**src/reset_stretch_defs.svh**
```systemverilog
// timing constants of the reset stretch sequencer
`ifndef RESET_STRETCH_DEFS_SVH
`define RESET_STRETCH_DEFS_SVH

// ==========================================================
// slow reference clock
`define RSS_SLOW_HZ 32000
`define RSS_K 1024

// ==========================================================
// internal power-on reset width, in ms and in slow ticks
`define RSS_POR_MS 300
`define RSS_POR_TICKS ((`RSS_POR_MS * `RSS_SLOW_HZ) / 1000)

// ==========================================================
// stretcher and qualifier lengths, in slow ticks
`define RSS_SDRAM_TICKS (7 * `RSS_K)
`define RSS_SYS_TICKS (14 * `RSS_K)
`define RSS_QUAL_TICKS (4 * `RSS_K)
`define RSS_REQ_MIN_TICKS 4

// ==========================================================
// counter width shared by the power-on, qualifier and stretch slow-tick counters
`define RSS_CNT_W 16

`endif

```
**src/reset_stretch_pkg.sv**
```systemverilog
// types of the reset stretch sequencer
`default_nettype none
package reset_stretch_pkg;

   // ==========================================================
   // power-on reset phases
   typedef enum logic [1:0] {
      POR_HOLD  = 2'b00, // power-on input still asserted
      POR_COUNT = 2'b01, // timing the internal power-on width
      POR_DONE  = 2'b10  // power-on reset released
   } por_state_e;

   // ==========================================================
   // hard reset request tracking
   typedef struct packed {
      logic pending;   // request recognised, qualifier running
      logic [2:0] seen; // consecutive slow ticks with request held
   } req_track_s;

endpackage : reset_stretch_pkg
`default_nettype wire

```
**src/reset_stretch_sequencer.sv**
```systemverilog
// reset sequencer: power-on width, request qualifier, stretched resets
// What this block does
// - hold internal power-on reset for 300 ms
// - stretch SDRAM reset to 7K slow cycles
// - stretch system reset 14K, mirror on pin
// - qualifier counts 4K slow cycles before acting
`timescale 1ns/1ps
`default_nettype none
`include "reset_stretch_defs.svh"

module reset_stretch_sequencer #(
   parameter int unsigned POR_TICKS = `RSS_POR_TICKS,
   parameter int unsigned SDRAM_TICKS = `RSS_SDRAM_TICKS,
   parameter int unsigned SYS_TICKS = `RSS_SYS_TICKS,
   parameter int unsigned QUAL_TICKS = `RSS_QUAL_TICKS
) (
   input wire logic clock,
   input wire logic srst,
   input wire logic slow_ref_clk,
   input wire logic por_in_n,
   input wire logic hard_req_n,
   output logic int_por_rst,
   output logic sdram_rst,
   output logic core_sys_rst,
   output logic rst_out_pin_n
);

   localparam int CW = `RSS_CNT_W;
   localparam logic [2:0] REQ_LAST = 3'(`RSS_REQ_MIN_TICKS - 1);

   // ==========================================================
   // slow clock edge detection
   logic slow_q; // slow clock one system cycle ago
   logic tick_w; // rising edge of the slow reference
   assign tick_w = slow_ref_clk & ~slow_q;

   always_ff @(posedge clock) begin
      if (srst) begin
         // starts high so a slow clock already high at release is no false tick
         slow_q <= 1'b1;
      end else begin
         slow_q <= slow_ref_clk;
      end
   end

   // ==========================================================
   // internal power-on reset
   reset_stretch_pkg::por_state_e por_q; // power-on phase
   reset_stretch_pkg::por_state_e por_d;
   logic [CW-1:0] por_cnt_q; // slow ticks timed in the counting phase
   logic [CW-1:0] por_cnt_d;
   logic por_last_w; // last tick of the power-on width
   logic por_release_w; // one-cycle pulse as power-on reset ends
   logic int_por_d;

   assign por_last_w = (por_cnt_q == CW'(POR_TICKS - 1));
   assign por_release_w = (por_q == reset_stretch_pkg::POR_COUNT) && tick_w && por_last_w;
   assign int_por_d = (por_d != reset_stretch_pkg::POR_DONE);

   // phase walk; a fresh power-on input always goes back to hold
   always_comb begin
      por_d = por_q;
      por_cnt_d = por_cnt_q;
      case (por_q)
         reset_stretch_pkg::POR_HOLD: begin
            por_cnt_d = '0;
            // input released: begin timing the width
            if (por_in_n) begin
               por_d = reset_stretch_pkg::POR_COUNT;
            end
         end
         reset_stretch_pkg::POR_COUNT: begin
            // count slow ticks up to the full width
            if (por_release_w) begin
               por_d = reset_stretch_pkg::POR_DONE;
            end else if (tick_w) begin
               por_cnt_d = por_cnt_q + 1'b1;
            end
         end
         reset_stretch_pkg::POR_DONE: begin
            por_cnt_d = '0;
         end
         default: begin
            por_d = reset_stretch_pkg::POR_HOLD;
            por_cnt_d = '0;
         end
      endcase
      // power-on input overrides every phase
      if (!por_in_n) begin
         por_d = reset_stretch_pkg::POR_HOLD;
         por_cnt_d = '0;
      end
   end

   always_ff @(posedge clock) begin
      if (srst) begin
         por_q <= reset_stretch_pkg::POR_HOLD;
         por_cnt_q <= '0;
         int_por_rst <= 1'b1;
      end else begin
         por_q <= por_d;
         por_cnt_q <= por_cnt_d;
         int_por_rst <= int_por_d;
      end
   end

   // ==========================================================
   // hard reset request recognition and qualifier
   reset_stretch_pkg::req_track_s req_q; // recognition state
   reset_stretch_pkg::req_track_s req_d;
   logic [CW-1:0] qual_cnt_q; // slow ticks spent qualifying
   logic [CW-1:0] qual_cnt_d;
   logic qual_last_w; // final qualifier tick
   logic fire_w; // qualified request takes effect now
   logic recog_w; // request held long enough to be recognised

   assign qual_last_w = (qual_cnt_q == CW'(QUAL_TICKS - 1));
   assign fire_w = req_q.pending && tick_w && qual_last_w;
   // short glitches never reach the seen count of three held on a fourth tick
   assign recog_w = !hard_req_n && tick_w && (req_q.seen == REQ_LAST);

   always_comb begin
      req_d = req_q;
      qual_cnt_d = qual_cnt_q;
      if (req_q.pending) begin
         // qualifying; further requests are absorbed
         req_d.seen = '0;
         if (fire_w) begin
            req_d.pending = 1'b0;
            qual_cnt_d = '0;
         end else if (tick_w) begin
            qual_cnt_d = qual_cnt_q + 1'b1;
         end
      end else if (hard_req_n || int_por_rst) begin
         // request gone, or power-on already resets all
         req_d.seen = '0;
         qual_cnt_d = '0;
      end else if (recog_w) begin
         req_d.pending = 1'b1;
         req_d.seen = '0;
         qual_cnt_d = '0;
      end else if (tick_w) begin
         req_d.seen = req_q.seen + 3'h1;
      end
   end

   always_ff @(posedge clock) begin
      if (srst) begin
         req_q <= '0;
         qual_cnt_q <= '0;
      end else begin
         req_q <= req_d;
         qual_cnt_q <= qual_cnt_d;
      end
   end

   // ==========================================================
   // stretch channels, both restarted by one event
   logic restart_w; // shared start of both stretches
   assign restart_w = int_por_rst | fire_w;

   reset_stretcher #(
      .LEN(SDRAM_TICKS)
   ) u_sdram_stretch (
      .clock(clock),
      .srst(srst),
      .tick(tick_w),
      .hold(restart_w),
      .rst_q(sdram_rst)
   );

   reset_stretcher #(
      .LEN(SYS_TICKS)
   ) u_sys_stretch (
      .clock(clock),
      .srst(srst),
      .tick(tick_w),
      .hold(restart_w),
      .rst_q(core_sys_rst)
   );

   // reset output pin follows the system reset one cycle later
   always_ff @(posedge clock) begin
      if (srst) begin
         rst_out_pin_n <= 1'b0;
      end else begin
         rst_out_pin_n <= ~core_sys_rst;
      end
   end
endmodule : reset_stretch_sequencer
`default_nettype wire

```
**src/reset_stretcher.sv**
```systemverilog
// one reset stretch channel counting slow reference ticks
`timescale 1ns/1ps
`default_nettype none
`include "reset_stretch_defs.svh"

module reset_stretcher #(
   parameter int unsigned LEN = `RSS_SDRAM_TICKS
) (
   input wire logic clock,
   input wire logic srst,
   input wire logic tick,
   input wire logic hold,
   output logic rst_q
);

   localparam int CW = `RSS_CNT_W;

   logic [CW-1:0] cnt_q; // ticks counted since hold dropped
   logic last_w; // final tick of the stretch
   logic [CW-1:0] cnt_d;
   logic rst_d;

   // ==========================================================
   // next state
   assign last_w = (cnt_q == CW'(LEN - 1));
   // hold restarts the stretch; each tick advances it until release
   assign cnt_d = hold ? '0 : ((rst_q && tick && !last_w) ? cnt_q + 1'b1 : cnt_q);
   assign rst_d = hold | (rst_q & ~(tick & last_w));

   // ==========================================================
   // registers
   always_ff @(posedge clock) begin
      if (srst) begin
         cnt_q <= '0;
         rst_q <= 1'b1;
      end else begin
         cnt_q <= cnt_d;
         rst_q <= rst_d;
      end
   end
endmodule : reset_stretcher
`default_nettype wire
```
**config.mk**
```make
export PLATFORM = sky130hd
export DESIGN_NAME = reset_stretch_sequencer
export DESIGN_NICKNAME = d
export VERILOG_FILES = /design/src/reset_stretch_pkg.sv /design/src/reset_stretch_sequencer.sv /design/src/reset_stretcher.sv
export VERILOG_INCLUDE_DIRS = /design/src /design/src/src
export SDC_FILE = /design/constraint.sdc
export NUM_CORES = 1
export LEC_CHECK = 0
export ABC_AREA = 1
export BUFFER_PORTS_ARGS = -buffer_cell sky130_fd_sc_hd__buf_2
export CAP_MARGIN = 20
export CORE_MARGIN = 2
export CORE_UTILIZATION = 50
export CTS_BUF_LIST = sky130_fd_sc_hd__clkbuf_16
export CTS_CLUSTER_SIZE = 25
export DETAILED_ROUTE_END_ITERATION = 12
export GPL_TIMING_DRIVEN = 0
export PLACE_DENSITY = 0.66
export SLEW_MARGIN = 20
export SYNTH_ARGS = -nofsm -noshare
export SYNTH_HDL_FRONTEND = slang
export SYNTH_SLANG_ARGS = --single-unit
```
**constraint.sdc**
```tcl
create_clock -name clock -period 1.65 [get_ports clock]
set_input_delay 0.165 -clock clock [delete_from_list [all_inputs] [get_ports clock]]
set_output_delay 0.165 -clock clock [all_outputs]
set_load 0.01 [all_outputs]
```
== Word level (Yosys, flattened, before mapping) ==
Index checks and enable logic that the tools add are counted.
Word-level totals
  output and inout bits: 4
  logic and storage cells: 77
  flip-flop bits (word level): 75
Operators by class
  bitwise logic cells: 15
  reductions and logical operators: 21
  add/sub/neg operators: 5
  equality and inequality tests: 9
  muxes and demuxes: 15
Operator list (count)
  16-bit 2-to-1 mux: 5
  16-bit by 1-bit adder with 16-bit output (second input constant): 4
  16-bit by 14-bit == test with 1-bit output (second input constant): 2
  16-bit by 12-bit == test with 1-bit output (second input constant): 1
  16-bit by 13-bit == test with 1-bit output (second input constant): 1
  1-bit logical AND: 10
  3-bit 2-to-1 mux: 3
  1-bit inverter: 7
  2-bit case mux with 3 select lines: 1
  1-bit AND: 5
  2-bit 2-to-1 mux: 2
  4-bit 2-to-1 mux: 1
  2-bit AND reduction: 2
  4-bit OR reduction: 1
  3-bit by 1-bit adder with 3-bit output (second input constant): 1
  3-bit by 2-bit == test with 1-bit output (second input constant): 1
  1-bit zero test: 3
  1-bit 2-to-1 mux: 3
  3-bit by 2-bit != test with 1-bit output (second input constant): 1
  1-bit bitwise OR: 3
  3-bit nonzero test: 1
  3-bit OR reduction: 1
  2-bit by 1-bit == test with 1-bit output (second input constant): 1
  2-bit == test (second input constant): 1
  4 further kinds: 4

== Depth between registers and ports, before layout ==
Gate-level depths: netlist of run 1.
  word-level depth: 8
  gate-level depth with buffers: 11

== Cells and area by module ==
From an unflattened synthesis of run 1, not the netlist that was laid out.
Second synthesis, totals
  cell total of the unflattened synthesis: 678
  area, all modules: 4395.5 µm²
Modules (own cells, without submodules)
  reset_stretch_sequencer: area an instance 2307.2 µm², cells each 345, sequential area each 820.8 µm², times used 1
  reset_stretcher at u_sys_stretch: area an instance 1057.3 µm², cells each 168, sequential area each 340.3 µm², times used 1
  reset_stretcher at u_sdram_stretch: area an instance 1031.0 µm², cells each 165, sequential area each 340.3 µm², times used 1

== Worst setup path after synthesis of run 1 ==
No wires, ideal clock.
  path type: flip-flop to flip-flop
  start point: reg u_sdram_stretch.cnt_q[0]
  end point: reg u_sdram_stretch.cnt_q[3]
  path buffers: 2
  period minus slack after synthesis: 1.490 ns
  required time: 1.534 ns
  data arrival time: 1.374 ns
  cell stages (with the launch flop): 10
  path slack: 0.160 ns
  cell sequence: dfxtp_1 > ha_1 > inv_1 > nor2_4 > nand4_2 > nor2b_1 > buf_6 > buf_6 > nand2_1 > a21oi_1
Between the ends
  word-level cells in the longest chain between the ends: 3
Ends and longest elaborated chain
  start, declared: line reset_stretcher.sv:18  | logic [CW-1:0] cnt_q;
  start signal, assigned: line reset_stretcher.sv:37  | cnt_q <= cnt_d;
  branches (longest 3 deep; another with 16-bit by 1-bit adder with 16-bit output)
Parallel ways; which one is timed is not known.
A chain may end at the register's enable or synchronous reset.

== Worst setup path after layout of run 1 ==
  start point: reg req_q[0] (netlist bit)
  end point: reg qual_cnt_q[0]
Between the ends
  word-level cells in the longest chain between the ends: 4
Ends and longest elaborated chain
  start, declared: line reset_stretch_sequencer.sv:109  | reset_stretch_pkg::req_track_s req_q;
  start signal, assigned: line reset_stretch_sequencer.sv:152  | req_q <= req_d;
  3-bit by 2-bit == test with 1-bit output: line reset_stretch_sequencer.sv:120  | assign recog_w = !hard_req_n && tick_w && (req_q.seen == REQ_LAST);
  1-bit logical AND: line reset_stretch_sequencer.sv:120
  3-bit nonzero test (no line)
  2-bit AND reduction (no line)
  end signal, assigned: line reset_stretch_sequencer.sv:153  | qual_cnt_q <= qual_cnt_d;
  end, declared: line reset_stretch_sequencer.sv:111  | logic [CW-1:0] qual_cnt_q;
Every way passes these cells.

==> metrics, run 1 <==
synthesized area=4190 um^2; worst path bufs/invs=0; vias in the first global route=roughly 3,700; relative slew slack=0.6389; Total GRT Usage=0.2107; Synth top area share=0.3583; main flop type after synthesis=dfxtp_1; Hold EP=int_por_rst; crit path launch type=flop; GPL Wtd Cong=around 0.9; total wire length=slightly above 9000 um; Hold Crit Start=por_in_n; Post-CTS Hold Fix Bufs=0; Die Area=just over 9000 um^2; Synthesized Nets=640; pwr dens=roughly 750 nW/um^2; Max VDD drop=457.9 uV; Final nets=~670; Die Span Y=between 90 and 100 um; post-synthesis sequential area ratio=0.3583; Fill cells=approximately 800; Worst-Margin Slew=0.5417 ns; Cells after DPL=742; period utilization=0.9470; crit path max fanout=8; DR pass1 iterations=4; CP delay by family, top=simple AND/OR/NAND/NOR gates; largest cells by area after synthesis=dfxtp_1 (36%), nand2_1 (19%), nor2_1 (7.7%), a21oi_1 (6.3%), nand3_1 (4.7%); total power after layout=between 3 and 4 mW; Yosys cell types=37; Hold Crit Depth=2; Antenna Violating Nets Remaining=0; Core Area=around 8200 um^2; IO Port Bufs=8; CTS tree=yes; min Tclk post-route=roughly 1.6 ns; number of synthesized flops with an enable pin=0; WHS=0.08649 ns; num rows=33; pre-CTS WS=-0.1345 ns; sinks on the clock net=75; clk buf depth=2; DP Area=between 4000 and 5000 um^2; CP max stage delay=0.32 ns; crit path from=req_q[0]; ratio of cells with drive above 1 in the final layout=0.1474; Final Max Slew Viols=0; H-tree depth=3; largest net degree at the start of global routing=12; number of remaining DRC errors=0; io pins=9; Critical R2R Capture=qual_cnt_q[0]; Syn. warnings=0; CP Capture Type=flop; antenna cells=0; Worst Setup Path Type=reg2reg; crit-path cells=ha_1 > ha_2 > nand3_2 > nand3_2 > nand2_4 > o21bai_4 > nand2_4 > a21oi_1; non-filler cells, final=~760; Critical-path top delay cell=dfxtp_2; Critical Path AT=1.82 ns; Leak=around 1.7 nW; setup ws final=a little under 0.09 ns; first-pass GRT wire length=around 15,000 um; total number of vias=approximately 4,000; Setup-failing EPs final=0; routed len/inst=around 12 um; achievable frequency=640.0 MHz; R2R cell count=8; Initial Utilization=0.5125; outcome=completed; Synth Instances=about 630; setup slack, reg-to-reg=around 0.087 ns; final global-route overflow total=0; Die X=roughly 96 um; total of max-cap violations=0; Setup Skew=around 0.004 ns; reg2reg start=req_q[0]; clock insertion delay at the later pin of the skew report=about 0.33 ns; final instance area=4793 um^2; initial antenna violation count=0; Synth-to-Final Area Change=14.39%; Root Buffer Master=clkbuf_16; area leader, netlist=dfxtp_1; final hold viol count=0; DR iter-0 viols=slightly below 100; fraction of registers with async set or reset after synthesis=0; CTS Buf Count=9; HP Class=in2reg; Yosys reg bits=75; Via density=5.148; Syn Area/Cell=around 6.7 um^2; clk slew on worst S/H paths=0.06 ns; WP data required=between 1.5 and 2 ns; post-DP HPWL=6399 um
## registers in the layout, summed over array words and instances (netlist names)
| name | flops |
|---|---|
| int_por_rst | 1 |
| por_cnt_q | 16 |
| por_q | 2 |
| qual_cnt_q | 16 |
| req_q | 4 |
| rst_out_pin_n | 1 |
| slow_q | 1 |
| u_sdram_stretch.cnt_q | 16 |
| u_sdram_stretch.rst_q | 1 |
| u_sys_stretch.cnt_q | 16 |
| u_sys_stretch.rst_q | 1 |
## kinds of logic after synthesis
logic type / after synthesis / synth area share
AO/OA/AOI/OAI: 75 / 0.09555
XOR/XNOR: 32 / 0.06689
adder cells (fa/ha/maj): 6 / 0.01792
buffers and inverters: 66 / 0.07973
flip-flops: 75 / 0.3583
AND/OR/NAND/NOR: 375 / 0.3816
## synth_stat cells, drive strengths merged, types with 2 or more instances
library cell / n
nand3b: 2
nand4: 15
nor3: 2
dfxtp: 75
buf: 13
a21oi: 54
xnor2: 17
xor2: 15
ha: 6
inv: 52
nand2: 216
and3: 2
nor2: 91
o21ai: 17
nand3: 42
or2: 3
## cells in the final DEF, fill, tap and decap left out, types with 5 or more instances in the layout
cell and instances:
o21ai_0 15, nand3_1 36, nand4_1 14, nor2_2 7, dfxtp_1 65, nand2_2 6
nor2_1 81, buf_4 7, xnor2_1 17, clkbuf_16 10, buf_6 9, buf_2 9
nand3_2 5, dfxtp_2 10, xor2_1 15, nand2_1 206, inv_1 46, a21oi_1 52
## how the worst max path moves through the flow
stage | end | slack [ns] | cells past startpoint
2_1_floorplan | u_sdram_stretch.cnt_q[3] | 0.16 | 9
3_3_place_gp | u_sys_stretch.cnt_q[2] | -0.09 | 8
3_5_place_dp | u_sys_stretch.cnt_q[9] | -0.13 | 8
4_1_cts | u_sdram_stretch.cnt_q[9] | 0.006 | 8
5_1_grt | qual_cnt_q[3] | -0.007 | 9
6_report | qual_cnt_q[0] | 0.09 | 8
## area by class of cell
type | count | area [um^2] | area share
multi-input combinational | 488 | 2442 | 0.5095
sequential | 75 | 1514 | 0.3158
clock buffer | 9 | 225.2 | 0.04699
inverter | 52 | 200.2 | 0.04176
buffer | 14 | 147.6 | 0.03080
timing repair buffer | 15 | 110.1 | 0.02297
tap | 105 | 131.4 | 0.02741
clock inverter | 5 | 22.52 | 0.004699
## report_power, final
group	switching, mW	internal, mW
logic	0.0601	0.0309
registers	0.00231	1.81
clock network	0.706	0.980
## through the flow
stage	TNS [ns]	utilization
floorplan	0	-
global placement	-2.147	0.5335
detailed placement	-3.506	0.5335
CTS	0	0.5718
global route	-0.01066	0.5863
finish	0	0.5863
## repair_timing
item                                    in CTS  in global routing
gates resized for setup                     12                 25
pin swaps                                    3                  5
setup buffers                                1                  5
gates cloned                                 0                  1
endpoints found under the setup margin      39                 54
## metal layers
layer,track usage,wire length (um)
met5,0,0
met4,0.07738,121
met3,0.04664,279
met2,0.3520,4313
met1,0.2655,4337
Power figures use the tool's default switching activity.
==> run 2, diff against run 1 <==
==> constraint.sdc (replaced) <==
create_clock -name clock -period 1.65 [get_ports clock]
set_input_delay 0.0825 -clock clock [delete_from_list [all_inputs] [get_ports clock]]
set_output_delay 0.0825 -clock clock [all_outputs]
set_load 0.01 [all_outputs]
==> metrics, run 2 (synthesis gave the netlist of run 1 again) <==
Final nets=roughly 670; Total GRT Usage=0.2115; CTS Buf Count=9; crit-path cells=ha_1 > ha_1 > nand3_1 > nand3_2 > buf_4 > and3_1 > xnor2_1 > nor2_1; Leak=~1.7 nW; DP Area=between 4000 and 5000 um^2; Worst-Margin Slew=0.5407 ns; GPL Wtd Cong=0.8963; period utilization=0.9614; Worst Setup Path Type=reg2reg; R2R cell count=8; setup TNS=0 ns; clk buf depth=2; total number of vias=3,950; HP Class=in2reg; routed len/inst=~12 um; io pins=9; first-pass GRT wire length=about 16,000 um; CP Capture Type=flop; Hold Crit Depth=2; number of remaining DRC errors=0; ratio of cells with drive above 1 in the final layout=0.1483; Die Span Y=between 90 and 100 um; Core Area=roughly 8200 um^2; most common cell after layout, fill and taps aside=nand2_1; outcome=completed; sinks on the clock net=75; Initial Utilization=0.5125; Die Area=a little over 9000 um^2; H-tree depth=3; WP data required=around 1.9 ns; DR iter-0 viols=around 110; post-DP HPWL=around 6400 um; pre-CTS WS=-0.1345 ns; cell repeated most along the worst path=ha_1; Synth-to-Final Area Change=15.26%; clk slew on worst S/H paths=around 0.060 ns; clock insertion delay at the later pin of the skew report=around 0.33 ns; Root Buffer Master=clkbuf_16; Max VDD drop=roughly 460 uV; initial antenna violation count=0; Die X=around 96 um; relative slew slack=0.6395; final hold viol count=0; crit path launch type=flop; min Tclk post-route=approximately 1.6 ns; achievable frequency=roughly 630 MHz; total wire length=9044 um; num rows=33; commonest non-fill, non-tap cells in the layout=nand2_1 (206), nor2_1 (81), dfxtp_1 (65); Setup Skew=~0.0043 ns; pwr dens=approximately 750 nW/um^2; IO Port Bufs=8; vias in the first global route=between 3,000 and 4,000; crit path max fanout=2; Critical Path AT=1.81 ns; Critical-path top delay cell=dfxtp_2; Via density=just over 5; Setup-failing EPs final=0; CTS tree=yes; setup ws final=about 0.064 ns; Antenna Violating Nets Remaining=0; total of max-cap violations=0; antenna cells=0; Final Max Slew Viols=0; CP max stage delay=0.32 ns; largest net degree at the start of global routing=12; final instance area=between 4000 and 5000 um^2; final global-route overflow total=0; DR pass1 iterations=6
==> run 2: worst paths after layout <==
kind	from	endpoint	slack, ns
max	req_q[0]	qual_cnt_q[6]	0.06
min	srst	rst_out_pin_n	0.03
max reg2reg	req_q[0]	qual_cnt_q[6]	0.06
min reg2reg	u_sys_stretch.rst_q	rst_out_pin_n	0.46
==> run 2: stage by stage <==
stage	total power, mW	cells	hold slack (ns)	util
floorplan	1.916	629	0.1492	-
CTS	3.648	759	0.01322	0.5742
global route	3.715	766	0.03068	0.5908
global placement	1.942	742	0.3169	0.5335
finish	3.602	766	0.03039	0.5908
detailed placement	1.943	742	0.3290	0.5335
==> run 2: critical path, delay by kind of cell, from the launching register on <==
kind          cells  cell delay [ns]
xor+xnor          1             0.14
fa+ha+maj         2             0.39
buf+inv           1             0.17
flops             1             0.32
simple gates      4             0.45
==> run 2: area by class of cell <==
cell class,count,area (um^2)
timing repair buffer,18,120.1
sequential,75,1516
clock buffer,9,225.2
multi-input combinational,488,2462
clock inverter,5,22.52
fill,800,3346
inverter,52,200.2
buffer,14,151.4
tap,105,131.4
==> run 2: power by group <==
part	switching [mW]	total, mW	leakage (nW)	internal, mW
sequential	0.00228	1.81	0.610	1.81
clock	0.708	1.69	0.126	0.980
combinational	0.0611	0.0986	0.944	0.0375
==> run 2: layer usage <==
metal	track usage	vias up	wire, um
met5	0	-	0
met4	0.07619	0	132
met3	0.04664	14	270
met2	0.3543	51	4312
met1	0.2664	1824	4328
li1	-	2061	-
==> run 2: what timing repair did <==
action / CTS / global route
endpoints found under the setup margin: 39 / 54
endpoints found under the hold margin: 2 / 0
hold buffers: 2 / 0
setup buffers: 1 / 7
pin swaps: 3 / 8
gates resized for setup: 12 / 30
